File: src/design/rxu_pkg.sv
// Summary of operation
// - accept 8-bit words, or 9-bit with ninth-bit field
// - recovery at 16x baud, shifter per bit
// - each bit decided by three-sample majority vote
// - after stop bit, move word into buffer
// - shift serial data in least significant bit first
// - buffer is a two-word FIFO
// - full FIFO: set overrun, keep contents, interrupt
// - enabled receiver searches the pin for start
// - data-available while FIFO holds data; interrupt on move
// - data-available clears after status then data read
// - overrun and noise clear by same read pair
// - break ends as framing error with zero word
// - after bad stop wait for high line
// - idle flag low from start to stop
// - noise flag rises with data-available, no interrupt
// - framing error on low first stop bit
// - framing and parity flags travel with word
// - parity checked only when enabled, odd or even
// - shift register hidden, data only via buffer
// - receiver always expects exactly one stop bit
// - disabling the UART flushes buffer, clears flags, sets idle
package rxu_pkg;

  localparam int          FIFO_DEPTH = 2;
  localparam int          OVERSAMPLE = 16;
  localparam int          PHASE_W    = $clog2(OVERSAMPLE);
  localparam int          DIV_W      = 8;
  localparam int          WORD_W     = 9;
  localparam int          ENTRY_W    = 11;
  localparam int          POS_NINTH  = 8;
  localparam int          POS_PARITY_ERROR_FLAG   = 9;
  localparam int          POS_FRAMING_ERROR_FLAG   = 10;
  localparam logic [3:0]  VOTE_PHASE = 4'h9;
  localparam logic [3:0]  BITS_SHORT = 4'h8;
  localparam logic [3:0]  BITS_LONG  = 4'h9;
  localparam logic        IDLE_RESET = 1'b1;

  typedef enum logic [4:0] {
    RXU_IDLE  = 5'b00001,
    RXU_START = 5'b00010,
    RXU_DATA  = 5'b00100,
    RXU_STOP  = 5'b01000,
    RXU_HOLD  = 5'b10000
  } rxu_state_e;

endpackage : rxu_pkg

File: src/design/rxu_receiver.sv
`timescale 1ns/1ps
`default_nettype none
module rxu_receiver #(
  parameter int DEPTH = rxu_pkg::FIFO_DEPTH,
  parameter int DIVW  = rxu_pkg::DIV_W
) (
  input  wire logic            core_clk_in,
  input  wire logic            reset_in,
  input  wire logic            uart_enable_bit_in,
  input  wire logic            receiver_enable_bit_in,
  input  wire logic            word_length_select_in,
  input  wire logic            parity_check_enable_in,
  input  wire logic            parity_type_select_in,
  input  wire logic            rx_interrupt_enable_in,
  input  wire logic [DIVW-1:0] baud_divider_in,
  input  wire logic            rx_pin_in,
  input  wire logic            status_read_in,
  input  wire logic            data_read_in,
  output logic [7:0]           serial_data_buffer_out,
  output logic                 rx_ninth_bit_out,
  output logic                 rx_data_available_flag_out,
  output logic                 overrun_flag_out,
  output logic                 noise_flag_out,
  output logic                 framing_error_flag_out,
  output logic                 parity_error_flag_out,
  output logic                 receiver_idle_flag_out,
  output logic                 receiver_enable_out,
  output logic                 rx_irq_out
);

  localparam int PTR_W = (DEPTH > 1) ? $clog2(DEPTH) : 1;
  localparam int CNT_W = $clog2(DEPTH + 1);
  localparam logic [CNT_W-1:0] DEPTH_C = CNT_W'(DEPTH);
  localparam logic [CNT_W-1:0] ONE_C   = CNT_W'(1);

  if (DEPTH < 2 || (DEPTH & (DEPTH - 1)) != 0) begin : g_depth_chk
    $error("rxu_receiver: DEPTH must be a power of two, 2 or more");
  end
  if (DIVW < 1) begin : g_divw_chk
    $error("rxu_receiver: DIVW must be at least 1");
  end
  // entry packing and phase compare below assume this package layout
  if (rxu_pkg::ENTRY_W != rxu_pkg::WORD_W + 2 || rxu_pkg::POS_NINTH != 8
      || rxu_pkg::POS_PARITY_ERROR_FLAG != 9 || rxu_pkg::POS_FRAMING_ERROR_FLAG != 10) begin : g_entry_chk
    $error("rxu_receiver: entry layout must be word plus two flags");
  end
  if (rxu_pkg::PHASE_W != 4
      || int'(rxu_pkg::VOTE_PHASE) >= rxu_pkg::OVERSAMPLE) begin : g_phase_chk
    $error("rxu_receiver: vote phase must fit the 4-bit phase counter");
  end
  if (int'(rxu_pkg::BITS_LONG) > rxu_pkg::WORD_W
      || rxu_pkg::BITS_SHORT >= rxu_pkg::BITS_LONG) begin : g_bits_chk
    $error("rxu_receiver: word lengths must fit the shifter");
  end

  // -------- state --------
  rxu_pkg::rxu_state_e             state_q;
  logic [rxu_pkg::PHASE_W-1:0]     phase_q;
  logic [3:0]                      bits_q;
  logic [rxu_pkg::WORD_W-1:0]      shreg_q;
  logic                            noise_q;
  logic                            idle_q;
  logic                            armed_q;
  logic                            ovr_q;
  logic                            nf_q;
  logic                            irq_q;
  logic [rxu_pkg::ENTRY_W-1:0]     mem_q [DEPTH];
  logic [PTR_W-1:0]                wr_ptr_q;
  logic [PTR_W-1:0]                rd_ptr_q;
  logic [CNT_W-1:0]                cnt_q;
  logic [rxu_pkg::ENTRY_W-1:0]     head_q;

  // -------- combinational --------
  logic                            rx_active;
  logic                            tick;
  logic                            vote;
  logic                            noisy;
  logic                            sample_now;
  logic [3:0]                      word_bits;
  logic                            start_ok;
  logic                            frame_done;
  logic                            clr_seq;
  logic                            pop;
  logic                            push;
  logic                            overrun_set;
  logic [rxu_pkg::WORD_W-1:0]      word;
  logic                            parity_error_flag_bit;
  logic                            frame_noise;
  logic [rxu_pkg::ENTRY_W-1:0]     head;
  logic [rxu_pkg::ENTRY_W-1:0]     entry_new;
  logic [PTR_W-1:0]                rd_ptr_d;

  function automatic logic [PTR_W-1:0] ptr_inc(input logic [PTR_W-1:0] p);
    ptr_inc = p + 1'b1;
  endfunction : ptr_inc

  assign rx_active = uart_enable_bit_in & receiver_enable_bit_in;

  rxu_oversampler #(
    .DIVW (DIVW)
  ) u_sampler (
    .core_clk_in (core_clk_in),
    .reset_in    (reset_in),
    .enable_in   (rx_active),
    .divider_in  (baud_divider_in),
    .pin_in      (rx_pin_in),
    .tick_out    (tick),
    .vote_out    (vote),
    .noisy_out   (noisy)
  );

  // votes taken on samples at phases 7, 8 and 9
  assign sample_now = tick && (phase_q == rxu_pkg::VOTE_PHASE);
  assign word_bits  = word_length_select_in ? rxu_pkg::BITS_LONG
                                            : rxu_pkg::BITS_SHORT;
  assign start_ok   = (state_q == rxu_pkg::RXU_START) && sample_now && !vote;
  // only one stop bit ever sampled, whatever the transmitter sends
  assign frame_done = rx_active && (state_q == rxu_pkg::RXU_STOP)
                   && sample_now;

  // 8-bit words sit one place high in the shifter
  assign word = word_length_select_in ? shreg_q
                                      : {1'b0, shreg_q[8:1]};
  assign parity_error_flag_bit = parity_check_enable_in
                  && ((^word) != parity_type_select_in);
  assign frame_noise = noise_q | noisy;
  // framing bit from the stop vote, parity result, then the word
  assign entry_new   = {!vote, parity_error_flag_bit, word};

  assign clr_seq     = data_read_in && armed_q;
  assign pop         = clr_seq && (cnt_q != '0);
  // a pop in the same cycle frees a slot for the arriving word
  assign push        = frame_done && ((cnt_q != DEPTH_C) || pop);
  assign overrun_set = frame_done && !push;

  // -------- bit timing --------
  always_ff @(posedge core_clk_in or posedge reset_in) begin
    if (reset_in)
      phase_q <= '0;
    else if (!rx_active || state_q == rxu_pkg::RXU_IDLE)
      phase_q <= '0;
    else if (tick)
      phase_q <= phase_q + 1'b1;
  end

  // -------- frame sequencer --------
  always_ff @(posedge core_clk_in or posedge reset_in) begin
    if (reset_in) begin
      state_q <= rxu_pkg::RXU_IDLE;
    end else if (!rx_active) begin
      state_q <= rxu_pkg::RXU_IDLE;
    end else begin
      unique case (state_q)
        rxu_pkg::RXU_IDLE: begin
          if (tick && !vote)
            state_q <= rxu_pkg::RXU_START;
        end
        rxu_pkg::RXU_START: begin
          if (sample_now) begin
            state_q <= vote ? rxu_pkg::RXU_IDLE
                            : rxu_pkg::RXU_DATA;
          end
        end
        rxu_pkg::RXU_DATA: begin
          if (sample_now) begin
            if (bits_q + 1'b1 == word_bits)
              state_q <= rxu_pkg::RXU_STOP;
          end
        end
        rxu_pkg::RXU_STOP: begin
          if (sample_now)
            state_q <= vote ? rxu_pkg::RXU_IDLE
                            : rxu_pkg::RXU_HOLD;
        end
        rxu_pkg::RXU_HOLD: begin
          // a held-low break line must not look like a new start
          if (tick && vote && !noisy)
            state_q <= rxu_pkg::RXU_IDLE;
        end
        default: state_q <= rxu_pkg::RXU_IDLE;
      endcase
    end
  end

  // data bit counter, restarted by every start vote
  always_ff @(posedge core_clk_in or posedge reset_in) begin
    if (reset_in)
      bits_q <= '0;
    else if (!rx_active)
      bits_q <= '0;
    else if (sample_now && state_q == rxu_pkg::RXU_START)
      bits_q <= '0;
    else if (sample_now && state_q == rxu_pkg::RXU_DATA)
      bits_q <= bits_q + 1'b1;
  end

  // -------- shifter, never visible to software --------
  always_ff @(posedge core_clk_in or posedge reset_in) begin
    if (reset_in)
      shreg_q <= '0;
    else if (rx_active && state_q == rxu_pkg::RXU_DATA && sample_now)
      shreg_q <= {vote, shreg_q[8:1]};
  end

  always_ff @(posedge core_clk_in or posedge reset_in) begin
    if (reset_in)
      noise_q <= 1'b0;
    else if (!rx_active || (start_ok && !noisy))
      noise_q <= 1'b0;
    else if (start_ok)
      noise_q <= 1'b1;
    else if (sample_now && noisy && state_q == rxu_pkg::RXU_DATA)
      noise_q <= 1'b1;
  end

  // -------- idle status --------
  always_ff @(posedge core_clk_in or posedge reset_in) begin
    if (reset_in)
      idle_q <= rxu_pkg::IDLE_RESET;
    else if (!rx_active)
      idle_q <= 1'b1;
    else if (frame_done)
      idle_q <= 1'b1;
    else if (start_ok)
      idle_q <= 1'b0;
  end

  // -------- receive FIFO --------
  always_ff @(posedge core_clk_in or posedge reset_in) begin
    if (reset_in) begin
      for (int i = 0; i < DEPTH; i++)
        mem_q[i] <= '0;
    end else if (push) begin
      mem_q[wr_ptr_q] <= entry_new;
    end
  end

  always_ff @(posedge core_clk_in or posedge reset_in) begin
    if (reset_in)
      wr_ptr_q <= '0;
    else if (!uart_enable_bit_in)
      wr_ptr_q <= '0;
    else if (push)
      wr_ptr_q <= ptr_inc(wr_ptr_q);
  end

  // read pointer moves on a pop and falls back to zero on disable
  always_comb begin
    rd_ptr_d = rd_ptr_q;
    if (!uart_enable_bit_in)
      rd_ptr_d = '0;
    else if (pop)
      rd_ptr_d = ptr_inc(rd_ptr_q);
  end

  always_ff @(posedge core_clk_in or posedge reset_in) begin
    if (reset_in)
      rd_ptr_q <= '0;
    else
      rd_ptr_q <= rd_ptr_d;
  end

  // occupancy; a push and a pop in one cycle leave it alone
  always_ff @(posedge core_clk_in or posedge reset_in) begin
    if (reset_in)
      cnt_q <= '0;
    else if (!uart_enable_bit_in)
      cnt_q <= '0;
    else if (push && !pop)
      cnt_q <= cnt_q + ONE_C;
    else if (pop && !push)
      cnt_q <= cnt_q - ONE_C;
  end

  // head kept in flops so the buffer outputs are registered, not a mux;
  // it looks ahead to the slot that the read pointer holds next
  always_ff @(posedge core_clk_in or posedge reset_in) begin
    if (reset_in)
      head_q <= '0;
    else if (push && wr_ptr_q == rd_ptr_d)
      head_q <= entry_new;
    else
      head_q <= mem_q[rd_ptr_d];
  end

  // -------- read sequence: status access arms, data read clears --------
  always_ff @(posedge core_clk_in or posedge reset_in) begin
    if (reset_in)
      armed_q <= 1'b0;
    else if (!uart_enable_bit_in || data_read_in)
      armed_q <= 1'b0;
    else if (status_read_in)
      armed_q <= 1'b1;
  end

  // -------- error flags, set wins over the read-pair clear --------
  always_ff @(posedge core_clk_in or posedge reset_in) begin
    if (reset_in)
      ovr_q <= 1'b0;
    else if (!uart_enable_bit_in)
      ovr_q <= 1'b0;
    else if (overrun_set)
      ovr_q <= 1'b1;
    else if (clr_seq)
      ovr_q <= 1'b0;
  end

  always_ff @(posedge core_clk_in or posedge reset_in) begin
    if (reset_in)
      nf_q <= 1'b0;
    else if (!uart_enable_bit_in)
      nf_q <= 1'b0;
    else if (push && frame_noise)
      nf_q <= 1'b1;
    else if (clr_seq)
      nf_q <= 1'b0;
  end

  // noise alone never requests; it rides the transfer request
  always_ff @(posedge core_clk_in or posedge reset_in) begin
    if (reset_in)
      irq_q <= 1'b0;
    else
      irq_q <= rx_interrupt_enable_in && (push || overrun_set);
  end

  // -------- outputs --------
  // stale after a flush, but the framing and parity flags are masked by the empty count
  assign head = head_q;

  assign serial_data_buffer_out     = head[7:0];
  assign rx_ninth_bit_out           = head[rxu_pkg::POS_NINTH];
  assign rx_data_available_flag_out = (cnt_q != '0);
  assign framing_error_flag_out     = (cnt_q != '0)
                                    && head[rxu_pkg::POS_FRAMING_ERROR_FLAG];
  assign parity_error_flag_out      = (cnt_q != '0)
                                    && head[rxu_pkg::POS_PARITY_ERROR_FLAG];
  assign overrun_flag_out           = ovr_q;
  assign noise_flag_out             = nf_q;
  assign receiver_idle_flag_out     = idle_q;
  assign receiver_enable_out        = rx_active;
  assign rx_irq_out                 = irq_q;

endmodule : rxu_receiver
`default_nettype wire

File: src/design/rxu_oversampler.sv
`timescale 1ns/1ps
`default_nettype none
module rxu_oversampler #(
  parameter int DIVW = rxu_pkg::DIV_W
) (
  input  wire logic            core_clk_in,
  input  wire logic            reset_in,
  input  wire logic            enable_in,
  input  wire logic [DIVW-1:0] divider_in,
  input  wire logic            pin_in,
  output logic                 tick_out,
  output logic                 vote_out,
  output logic                 noisy_out
);

  logic            sync1_q;
  logic            sync2_q;
  logic [DIVW-1:0] cnt_q;
  logic            tick_q;
  logic            tick2_q;
  logic [2:0]      samp_q;

  if (DIVW < 1) begin : g_divw_chk
    $error("rxu_oversampler: DIVW must be at least 1");
  end

  always_ff @(posedge core_clk_in or posedge reset_in) begin
    if (reset_in) begin
      sync1_q <= 1'b1;
      sync2_q <= 1'b1;
    end else begin
      sync1_q <= pin_in;
      sync2_q <= sync1_q;
    end
  end

  // divider+1 clocks per 16x tick
  always_ff @(posedge core_clk_in or posedge reset_in) begin
    if (reset_in) begin
      cnt_q  <= '0;
      tick_q <= 1'b0;
    end else if (!enable_in) begin
      cnt_q  <= '0;
      tick_q <= 1'b0;
    end else if (cnt_q == divider_in) begin
      cnt_q  <= '0;
      tick_q <= 1'b1;
    end else begin
      cnt_q  <= cnt_q + 1'b1;
      tick_q <= 1'b0;
    end
  end

  // tick is delayed so the vote already holds the newest sample
  always_ff @(posedge core_clk_in or posedge reset_in) begin
    if (reset_in) begin
      samp_q  <= 3'h7;
      tick2_q <= 1'b0;
    end else begin
      tick2_q <= tick_q;
      if (tick_q)
        samp_q <= {samp_q[1:0], sync2_q};
    end
  end

  assign tick_out  = tick2_q;
  assign vote_out  = (samp_q[0] & samp_q[1]) | (samp_q[1] & samp_q[2])
                   | (samp_q[0] & samp_q[2]);
  assign noisy_out = !((&samp_q) || !(|samp_q));

endmodule : rxu_oversampler
`default_nettype wire

File: config.mk
export PLATFORM = sky130hd
export DESIGN_NAME = rxu_receiver
export DESIGN_NICKNAME = d
export VERILOG_FILES = /design/src/design/rxu_pkg.sv /design/src/design/rxu_receiver.sv /design/src/design/rxu_oversampler.sv
export SDC_FILE = /design/constraint.sdc
export NUM_CORES = 1
export LEC_CHECK = 0
export BUFFER_PORTS_ARGS = -buffer_cell sky130_fd_sc_hd__buf_2
export CAP_MARGIN = 20
export CELL_PAD_IN_SITES_DETAIL_PLACEMENT = 1
export CELL_PAD_IN_SITES_GLOBAL_PLACEMENT = 1
export CORE_MARGIN = 2
export CORE_UTILIZATION = 47
export DETAILED_ROUTE_END_ITERATION = 8
export PLACE_DENSITY = 0.76
export SLEW_MARGIN = 20
export SYNTH_ARGS = -nofsm -noshare
export SYNTH_HDL_FRONTEND = slang
export SYNTH_SLANG_ARGS = --single-unit
File: constraint.sdc
create_clock -name core_clk_in -period 3 [get_ports core_clk_in]
set_input_delay 0.6 -clock core_clk_in [delete_from_list [all_inputs] [get_ports core_clk_in]]
set_output_delay 0.6 -clock core_clk_in [all_outputs]
set_load 0.005 [all_outputs]
# == Word-level counts from Yosys, hierarchy flattened ==
# Index checks and enable logic that the tools add are counted.
# totals
ff_bits,80
output_inout_bits,17
wordCells,160
in_bits,19
# classes
order_cmp,3
reduce_logical,48
muxes,48
n_eq_ne,23
n_bitwise,9
n_addsub,7
# ops
cell,count
$mux W11,5
$mux W5,8
$logic_and A1 B1 Y1,27
$pmux W5 S5,1
$bwmux W22,1
$mux W1,20
$mux W4,5
$mux W8,2
$ne A3 B1 Y1 const B,5
$ne A3 B3 Y1 const B,5
$demux W11 S1,1
$mux W9,1
$reduce_xor A9 Y1,1
$add A4 B1 Y4 const B,2
$add A8 B1 Y8 const B,1
$eq A8 B8 Y1,1
$logic_not A1 Y1,7
$logic_or A1 B1 Y1,6
$mux W2,3
$reduce_and A6 Y1,1
$reduce_bool A2 Y1,3
$eq A5 B1 Y1 const B,1
$eq A5 B2 Y1 const B,1
$eq A5 B3 Y1 const B,1
other kinds (21),29

# == Longest topological paths before layout ==
# Gate-level depths: netlist (run 1).
# depth
ltp_word,9
depth_mapped,8
depth_no_buf,7

# == By module ==
# Synthesis (run 1) repeated with hierarchy kept, for this count alone.
# unflattened
cells_unflattened,373
area_unflattened_um2,4076.4
# modules_own_cells
mod,seq_area_each_um2,instances,area_per_inst_um2,cells_per_inst
rxu_receiver,1629.1,1,3345.7,312
rxu_oversampler,381.6,1,730.7,61

# == Least setup slack after synthesis (run 1) ==
# OpenSTA, ideal clock, no wires.
# synth_path
path_kind,input to register
start,input word_length_select_in
end,register mem_q[9] (netlist name)
slack_ns,1.016
t_arrival_ns,1.859
stages,6
setup_ns,0.125
n_path_buf,1
cell_sequence,buf_2 -> mux2i_1 -> xnor2_1 -> xnor3_1 -> and2_1 -> mux2_4
# synth_between
elab_chain_len,5
# synth_rtl
element,line_no,rtl
start: declaration,rxu_receiver.sv:11,"input wire logic word_length_select_in,"
$mux W9,rxu_receiver.sv:122,assign word = word_length_select_in ? shreg_q
$reduce_xor A9 Y1,rxu_receiver.sv:125,&& ((^word) != parity_type_select_in);
$ne A1 B1 Y1,rxu_receiver.sv:125,
$logic_and A1 B1 Y1,rxu_receiver.sv:125,
$bwmux W22,rxu_receiver.sv:234,mem_q[wr_ptr_q] <= entry_new;
end signal: indexed assignment,rxu_receiver.sv:234,
end: declaration,rxu_receiver.sv:67,logic [rxu_pkg::ENTRY_W-1:0] mem_q [DEPTH];
# Every way passes these cells.
# A chain may end at the register's enable or synchronous reset.

# == Final worst setup path (run 1) ==
# layout_path
start,register phase_q[1] (netlist name)
end,register mem_q[10] (netlist name)
# layout_between
elab_chain_len,4
# layout_rtl
element,line_no,rtl
start: declaration,rxu_receiver.sv:58,logic [rxu_pkg::PHASE_W-1:0] phase_q;
start signal: assignment,rxu_receiver.sv:143,phase_q <= phase_q + 1'b1;
$eq A4 B4 Y1,rxu_receiver.sv:113,assign sample_now = tick && (phase_q == rxu_pkg::VOTE_PHASE);
$logic_and A1 B1 Y1,rxu_receiver.sv:113,
$logic_and A1 B1 Y1,rxu_receiver.sv:119,&& sample_now;
$logic_and A1 B1 Y1,rxu_receiver.sv:133,assign push = frame_done && ((cnt_q != DEPTH_C) || pop);
# Every way passes these cells.

==> results.toml, run 1 <==
[run]
drv_cap = 0

[layout]
stdcell_count = 506
areaGrowthSynthToFinish_pct = 11.0
diodes = 0
regArea_mm2 = 0.00201
layout-drive-gt1-share_pct = 24.4
postLayoutCellArea_mm2 = 0.00441
nets = 419
multi_input_area_mm2 = 0.00180
fillCellCount = 905

[yosys]
yosys_warnings = 0
synth.largest_area_cell = "dfrtp_1"
yosys-top-cells-count = "73 x dfrtp_1, 36 x nor2_1, 32 x nand2_1"
synth_cell_types = 53
synthCells = 364
synthFlopType = "dfrtp_1"
synth_edf_count = 0
synth_top_area_share_pct = 46.0
syn_avg_cell_area_um2 = 10.9
synth_seq_cells = 80
synth.most_common_cell = "dfrtp_1"
synth.net_count = 387
synthTopCellsByArea = "dfrtp_1 46%, mux2i_1 7.8%, dfstp_2 4.6%"
async_flop_share_pct = 100
seq_area_frac_synth_pct = 50.6
syn_area_mm2 = 0.00398

[clocking]
cts_buffers = 9
root_buffer = "clkbuf_8"
clock_sinks = 80
htree_levels = 3
cts_resized = 0
clockBufferDepth = 2
clk_pin_slew_ps = 100
clock_latency_ps = 360
post_cts_buffers = 0
cts_tree = "yes"
hold_buffers = 0

[timing]
worstMarginPinSlew_ps = 660
setup_tns_ps = 0
slew_headroom_pct = 56.0
hold_ws_ps = 285
clock.fmax_mhz = 427
setup_slack_ps = 661
min_period_ps = 2340
post-route-period-util_pct = 78.0
grt_setup_unrepaired = "no"
hold_violations = 0
setup_viol = 0
skew_ps = 14.5
maxSlewViolCount = 0

[route]
dr.pass1.iters = 4
antenna_left = 0
routed-via-count = 2771
drt-total-wl_um = 8530
vias_per_cell = 5.48
wl_per_cell_um = 16.8
drc_errors = 0
drtIter0Drc = 67

[placed_design]
portBuffers = 35
dp_hpwl_um = 5940
dpl_cell_area_mm2 = 0.00421
gp_congestion = 0.879
place_ws_ps = 600
dp_cells = 490

[global_routing]
gr-usage-all-layers_pct = 20.4
grt.overflow.total = 0
grt_antenna_before_repair = 0
grt_pass1_wl_um = 14100
grt_pass1_vias = 2837
grt_max_degree = 46

[setup_path]
crit_chain = "inv_1 -> ha_1 -> nand4b_1 -> nor4_4 -> nand3_2 -> buf_4 -> nand2_1 -> o21ai_2"
critical_path_class = "reg2reg"
cpPeakStageDelay_ps = 520
critPathTopFamily = "simple AND/OR/NAND/NOR gates"
r2r_setup_slack_ps = 660
cp_num_buf_inv = 2
crit_required_ps = 3240
worstPathArrival_ps = 2580
worst-path-stages = 8
startpoint = "phase_q[1]"
rr_worst_depth = 8
setup.worst_path.end = "mem_q[10]"
end_kind = "flip-flop"
r2r_end = "mem_q[10]"
rr_startpoint = "phase_q[1]"
worstPathMaxFanout = 13
cp_slowest_cell = "nor4_4"
start_kind = "flip-flop"

[die]
core-area_mm2 = 0.00822
die_w_um = 96.0
start_util_pct = 48.4
die_area_mm2 = 0.00921
rows = 33
dieHeight_um = 96.0
design.portCount = 36

[power_and_ir_drop]
leakagePower_nw = 2.22
peakVddDrop_v = 0.000244
p_per_area_mw_per_mm2 = 451

[outcome]
outcome = "finished, final reports clean"

[min_path]
hold_class = "in2async"
-- metal layers --
layer | vias to the layer above | part of all wire [%] | track usage, %
met2 | 45 | 48 | 32.8
met5 | - | 0 | 0
li1 | 1312 | - | -
met4 | 0 | 1.3 | 6.19
met1 | 1402 | 47 | 28.0
met3 | 12 | 3.5 | 3.99
-- state kept, by name, indices dropped and copies added, names as in the netlist --
name / flops
state_q: 5
head: 11
rx_irq_out: 1
noise_flag_out: 1
overrun_flag_out: 1
armed_q: 1
phase_q: 4
bits_q: 4
u_sampler.sync2_q: 1
u_sampler.sync1_q: 1
rd_ptr_q: 1
mem_q: 22
receiver_idle_flag_out: 1
u_sampler.tick_out: 1
shreg_q: 9
noise_q: 1
cnt_q: 2
wr_ptr_q: 1
u_sampler.tick_q: 1
u_sampler.samp_q: 3
u_sampler.cnt_q: 8
-- worst register-to-register path: cells and delay by family, from the launching register on --
kind / cells / cell delay [ps]
buf+inv: 2 / 350
fa+ha+maj: 1 / 150
compound gates: 1 / 50
flops: 1 / 430
simple gates: 4 / 1250
-- metrics by stage --
stage,util (%),total power (W)
5_1_grt,53.7,0.00207
3_3_place_gp,51.2,0.00118
4_1_cts,53.7,0.00201
6_report,53.7,0.00199
3_5_place_dp,51.2,0.00118
2_1_floorplan,-,0.00115
-- cell usage in the layout, fill, tap and decap left out, types with 2 or more instances in the layout --
master and instances:
a211oi_1 2, a21oi_1 14, and2_1 5, and3_1 7
buf_2 35, buf_4 5, clkbuf_8 9, clkinvlp_4 4
dfrtp_1 73, dfstp_2 7, ha_1 4, inv_1 7
mux2_2 15, mux2i_1 31, nand2_1 32, nand2_2 2
nand2b_1 4, nand3_1 11, nand4_1 3, nor2_1 36
nor2b_1 2, nor3_1 5, nor4_1 3, o211ai_1 3
o21ai_0 10, o21ai_1 9, or2_2 2, xnor2_1 13
xor2_1 20
-- kinds of logic after synthesis --
group / Yosys count / share of synthesized area [%]
adders and majority gates: 5 / 1.54
DFF: 80 / 50.6
and+or+nand+nor: 123 / 16.2
AOI/OAI and AO/OA: 47 / 7.27
buffers and inverters: 28 / 4.12
xor gates and xnor gates: 34 / 7.84
muxes: 47 / 12.4
-- final cells by class --
type / count / share of cell area (%)
well taps: 105 / 2.98
multi-input cells: 256 / 40.8
repair buffers: 41 / 5.28
flip-flops and latches: 80 / 45.6
clock buffers: 9 / 2.81
inverters: 8 / 0.709
clock inverters: 7 / 1.82
-- worst min-delay path by stage --
stage | startpoint | endpoint | slack, ps | depth (start not counted)
floorplan | u_sampler.sync1_q | u_sampler.sync2_q | 350 | 0
global placement | u_sampler.sync1_q | u_sampler.sync2_q | 350 | 0
CTS | reset_in | shreg_q[5] | 310 | 2
global route | reset_in | shreg_q[5] | 330 | 2
finish | reset_in | shreg_q[5] | 290 | 2
detailed placement | u_sampler.sync1_q | u_sampler.sync2_q | 360 | 0
-- power by group --
part	leakage [nW]	switching (W)	internal, W
clock	0.0900	0.000439	0.000393
combinational	1.05	0.0000483	0.0000242
sequential	1.08	0.00000384	0.00108
Note: power is estimated with default switching activity, not from simulation.
==> run 2: changes to the inputs <==
Clock period 3 ns to 2.2 ns, I/O delays scaled along.
==> run 2 against run 1 <==
Effect of this change: die area unchanged; wire length grew 0.72%; critical path depth unchanged; sequential power is 36% higher; global-route usage increased by 0.52 points.
==> results.toml, run 2 (synthesized netlist as in run 1, its figures left out) <==
[clocking]
cts_buffers = 9
cts_tree = "yes"
clockBufferDepth = 2
root_buffer = "clkbuf_8"
clock_sinks = 80
clk_pin_slew_ps = 100
htree_levels = 3
clock_latency_ps = 360

[timing]
grt_setup_unrepaired = "no"
clock.fmax_mhz = 489
setup_viol = 0
hold_violations = 0
min_period_ps = 2040
hold_ws_ps = 79.0
skew_ps = 11.6
slew_headroom_pct = 62.5
post-route-period-util_pct = 92.9
setup_tns_ps = 0
maxSlewViolCount = 0
worstMarginPinSlew_ps = 556

[die]
rows = 33
design.portCount = 36
die_area_mm2 = 0.00921
dieHeight_um = 96.0
start_util_pct = 48.4
die_w_um = 96.0
core-area_mm2 = 0.00822

[power_and_ir_drop]
p_per_area_mw_per_mm2 = 610
p_int_w = 0.00206
peakVddDrop_v = 0.000334
power.switching_w = 0.000684
pwr-share-clk_pct = 42.2
power_frac_seq_pct = 53.9
power.share.switching_pct = 24.9
leakagePower_nw = 2.28
p_comb_share_pct = 3.9

[layout]
layout_commonest_cell = "dfrtp_1"
nets = 427
largest_register_ffs = 22
layout-drive-gt1-share_pct = 26.2
final_cell_mix = "73 x dfrtp_1, 36 x nor2_1, 35 x buf_2, 32 x nand2_1, 31 x mux2i_1"
largest-register = "mem_q"
diodes = 0
areaGrowthSynthToFinish_pct = 13.3

[setup_path]
crit_required_ps = 2430
worstPathArrival_ps = 2280
start_kind = "flip-flop"
worstPathMaxFanout = 7
critical_path_class = "reg2reg"
end_kind = "flip-flop"

[route]
antenna_left = 0
dr.pass1.iters = 4
drtIter0Drc = 97
routed-via-count = 2803
drc_errors = 0
wl_per_cell_um = 16.7
vias_per_cell = 5.45
drt-total-wl_um = 8590

[global_routing]
grt_max_degree = 29
grt_pass1_wl_um = 14500
grt.overflow.total = 0
gr-usage-all-layers_pct = 20.9
grt_antenna_before_repair = 0
grt_pass1_vias = 2928

[placed_design]
gp_congestion = 0.768
dp_hpwl_um = 6220
portBuffers = 35

[min_path]
hold_class = "in2async"

[run]
drv_cap = 0

[outcome]
outcome = "finished, final reports clean"
-- run 2: area by class of cell --
cell class              count  area, um2
multi-input cells         256       1820
fillers                   917       3710
well taps                 105        131
repair buffers             49        293
clock inverters             7       91.3
inverters                   8       33.8
flip-flops and latches     80       2010
clock buffers               9        124
-- run 2: worst paths after layout --
kind,from,end,slack [ps],cells past startpoint
max in group asynchronous,reset_in,bits_q[3],1460,3
min in group core_clk_in,rx_pin_in,u_sampler.sync1_q,180,1
hold reg to reg,u_sampler.sync1_q,u_sampler.sync2_q,360,0
setup / recovery,phase_q[1],head[2],160,8
setup reg to reg,phase_q[1],head[2],160,8
hold / removal,reset_in,head[5],80,2
-- run 2: per-stage QoR --
step           util, %  cell area [um2]  power [W]  worst slack, ps  std cells
6_report          54.8             4510    0.00275              157        514
3_3_place_gp      51.9             4260    0.00162              238        497
3_5_place_dp      51.9             4260    0.00162              121        497
2_1_floorplan        -             3980    0.00157              366        364
5_1_grt           54.8             4510    0.00286             20.3        514
4_1_cts           54.5             4480    0.00279             89.1        513
-- run 2: routing by layer --
metal | up-vias | part of all wire [%] | track usage [%]
li1 | 1334 | - | -
met1 | 1414 | 49 | 28.8
met2 | 42 | 47 | 32.9
met3 | 13 | 2.5 | 3.13
met4 | 0 | 1.8 | 8.93
met5 | - | 0 | 0
-- run 2: critical path, stage by stage (launching register included) --
cell      delay (ps)
dfrtp_1          420
inv_1             90
ha_1             180
and4b_1          330
nand4_4          200
a21oi_4          200
nand3b_1         160
buf_4            210
mux2i_1          130
-- run 2: timing repair --
| action | CTS | global route |
|---|---|---|
| setup endpoints to repair | 0 | 18 |
| gates resized for setup | 0 | 3 |
| setup buffers | 0 | 1 |
| hold buffers | 0 | 0 |
| hold endpoints to repair | 0 | 0 |
-- run 2: power groups by stage --
stage / logic, W / clock network (W) / registers [W]
floorplan: 0.0000577 / 0 / 0.00151
global placement: 0.000105 / 0 / 0.00151
detailed placement: 0.000109 / 0 / 0.00151
CTS: 0.000110 / 0.00119 / 0.00148
global route: 0.000121 / 0.00126 / 0.00148
finish: 0.000107 / 0.00116 / 0.00148
==> run 3: changes to the inputs <==
Settings changed: PLACE_DENSITY 0.76 to default, PLACE_DENSITY_LB_ADDON from default to 0.1.
==> run 3 against run 2 <==
Effect of this change: worst setup slack better by 27 ps; register-to-register slack better by 30 ps; wire length down 0.37%; die area unchanged; total power up 6.0%; cell count down 0.39%; utilization down 0.26 points; sequential cell count unchanged; largest cell class unchanged.
==> results.toml, run 3 (synthesized netlist as in run 1, its figures left out) <==
[placed_design]
portBuffers = 35
dpl_cell_area_mm2 = 0.00424
gp_congestion = 0.824
dp_hpwl_um = 6060

[route]
dr.pass1.iters = 4
drtIter0Drc = 81
vias_per_cell = 5.38
antenna_left = 0
drc_errors = 0
drt-total-wl_um = 8560
routed-via-count = 2754
wl_per_cell_um = 16.7

[die]
dieHeight_um = 96.0
design.portCount = 36
die_w_um = 96.0
core-area_mm2 = 0.00822
start_util_pct = 48.4
die_area_mm2 = 0.00921
rows = 33

[layout]
postLayoutCellArea_mm2 = 0.00448
layout_commonest_cell = "dfrtp_1"
areaGrowthSynthToFinish_pct = 12.8
nets = 425
largest_register_ffs = 22
diodes = 0
largest-register = "mem_q"
layout-drive-gt1-share_pct = 25.6
final_cell_mix = "73 x dfrtp_1, 36 x nor2_1, 35 x buf_2, 32 x nand2_1, 31 x mux2i_1"

[setup_path]
cpPeakStageDelay_ps = 420
start_kind = "flip-flop"
worstPathArrival_ps = 2250
critical_path_class = "reg2reg"
worstPathMaxFanout = 20
crit_chain = "inv_1 -> ha_1 -> nand4b_1 -> nor4_4 -> nand3_2 -> buf_4 -> nand2_1 -> o21ai_1"
crit_required_ps = 2440
end_kind = "flip-flop"
cp_slowest_cell = "dfrtp_1"

[global_routing]
grt_pass1_vias = 2917
grt_pass1_wl_um = 14600
grt.overflow.total = 0
gr-usage-all-layers_pct = 20.8
grt_max_degree = 48
grt_antenna_before_repair = 0

[clocking]
hold_buffers = 0
root_buffer = "clkbuf_8"
post_cts_buffers = 0
htree_levels = 3
cts_resized = 0
clk_pin_slew_ps = 90
cts_buffers = 9
clock_latency_ps = 360
clock_sinks = 80
cts_tree = "yes"
clockBufferDepth = 2

[min_path]
hold_class = "in2async"

[timing]
slew_headroom_pct = 60.5
maxSlewViolCount = 0
grt_setup_unrepaired = "no"
setup_tns_ps = 0
skew_ps = 9.00
clock.fmax_mhz = 496
worstMarginPinSlew_ps = 593
hold_ws_ps = 177
hold_violations = 0
setup_viol = 0
post-route-period-util_pct = 91.6
min_period_ps = 2020

[power_and_ir_drop]
leakagePower_nw = 2.27
peakVddDrop_v = 0.000354
p_per_area_mw_per_mm2 = 649

[outcome]
outcome = "finished, final reports clean"

[run]
drv_cap = 0
==> run 3: routing by layer <==
layer	track usage, %	vias up	share of wire, %
met4	7.14	0	1.5
met2	35.4	23	50
li1	-	1325	-
met1	27.1	1396	46
met3	3.13	10	1.9
met5	0	-	0
==> run 3: cell type report <==
type	count	area (um2)
inverter	8	33.8
tap	105	131
fill	901	3730
clock inverter	7	119
clock buffer	9	124
sequential	80	2010
multi-input combinational	256	1800
timing repair buffer	47	265
==> run 3: worst paths after layout <==
check / startpoint / cells past startpoint / endpoint / slack (ps)
setup / recovery: phase_q[1] / 8 / mem_q[5] / 180
hold / removal: reset_in / 3 / rx_irq_out / 180
setup reg to reg: phase_q[1] / 8 / mem_q[5] / 180
hold reg to reg: u_sampler.sync1_q / 0 / u_sampler.sync2_q / 360
max in group asynchronous: reset_in / 3 / shreg_q[1] / 1540
min in group core_clk_in: rx_pin_in / 1 / u_sampler.sync1_q / 180
==> run 3: where the power goes <==
part	internal (W)	switching [W]
combinational	0.0000340	0.0000650
sequential	0.00148	0.00000510
clock	0.000755	0.000576
==> run 3: per-stage QoR <==
stage	setup WS, ps	util (%)	power (W)	cells
after floorplan	366	-	0.00157	364
after detailed placement	200	51.6	0.00161	496
after global routing	35.1	54.6	0.00303	512
final	184	54.6	0.00291	512
after global placement	203	51.6	0.00161	496
after CTS	164	54.6	0.00295	512
==> run 3: critical path: cells and delay by family (launching register included) <==
kind / cells / cell delay (ps)
AO/OA/AOI/OAI: 1 / 70
adder cells (fa/ha/maj): 1 / 160
buffers and inverters: 2 / 290
flip-flops: 1 / 420
AND/OR/NAND/NOR: 4 / 960
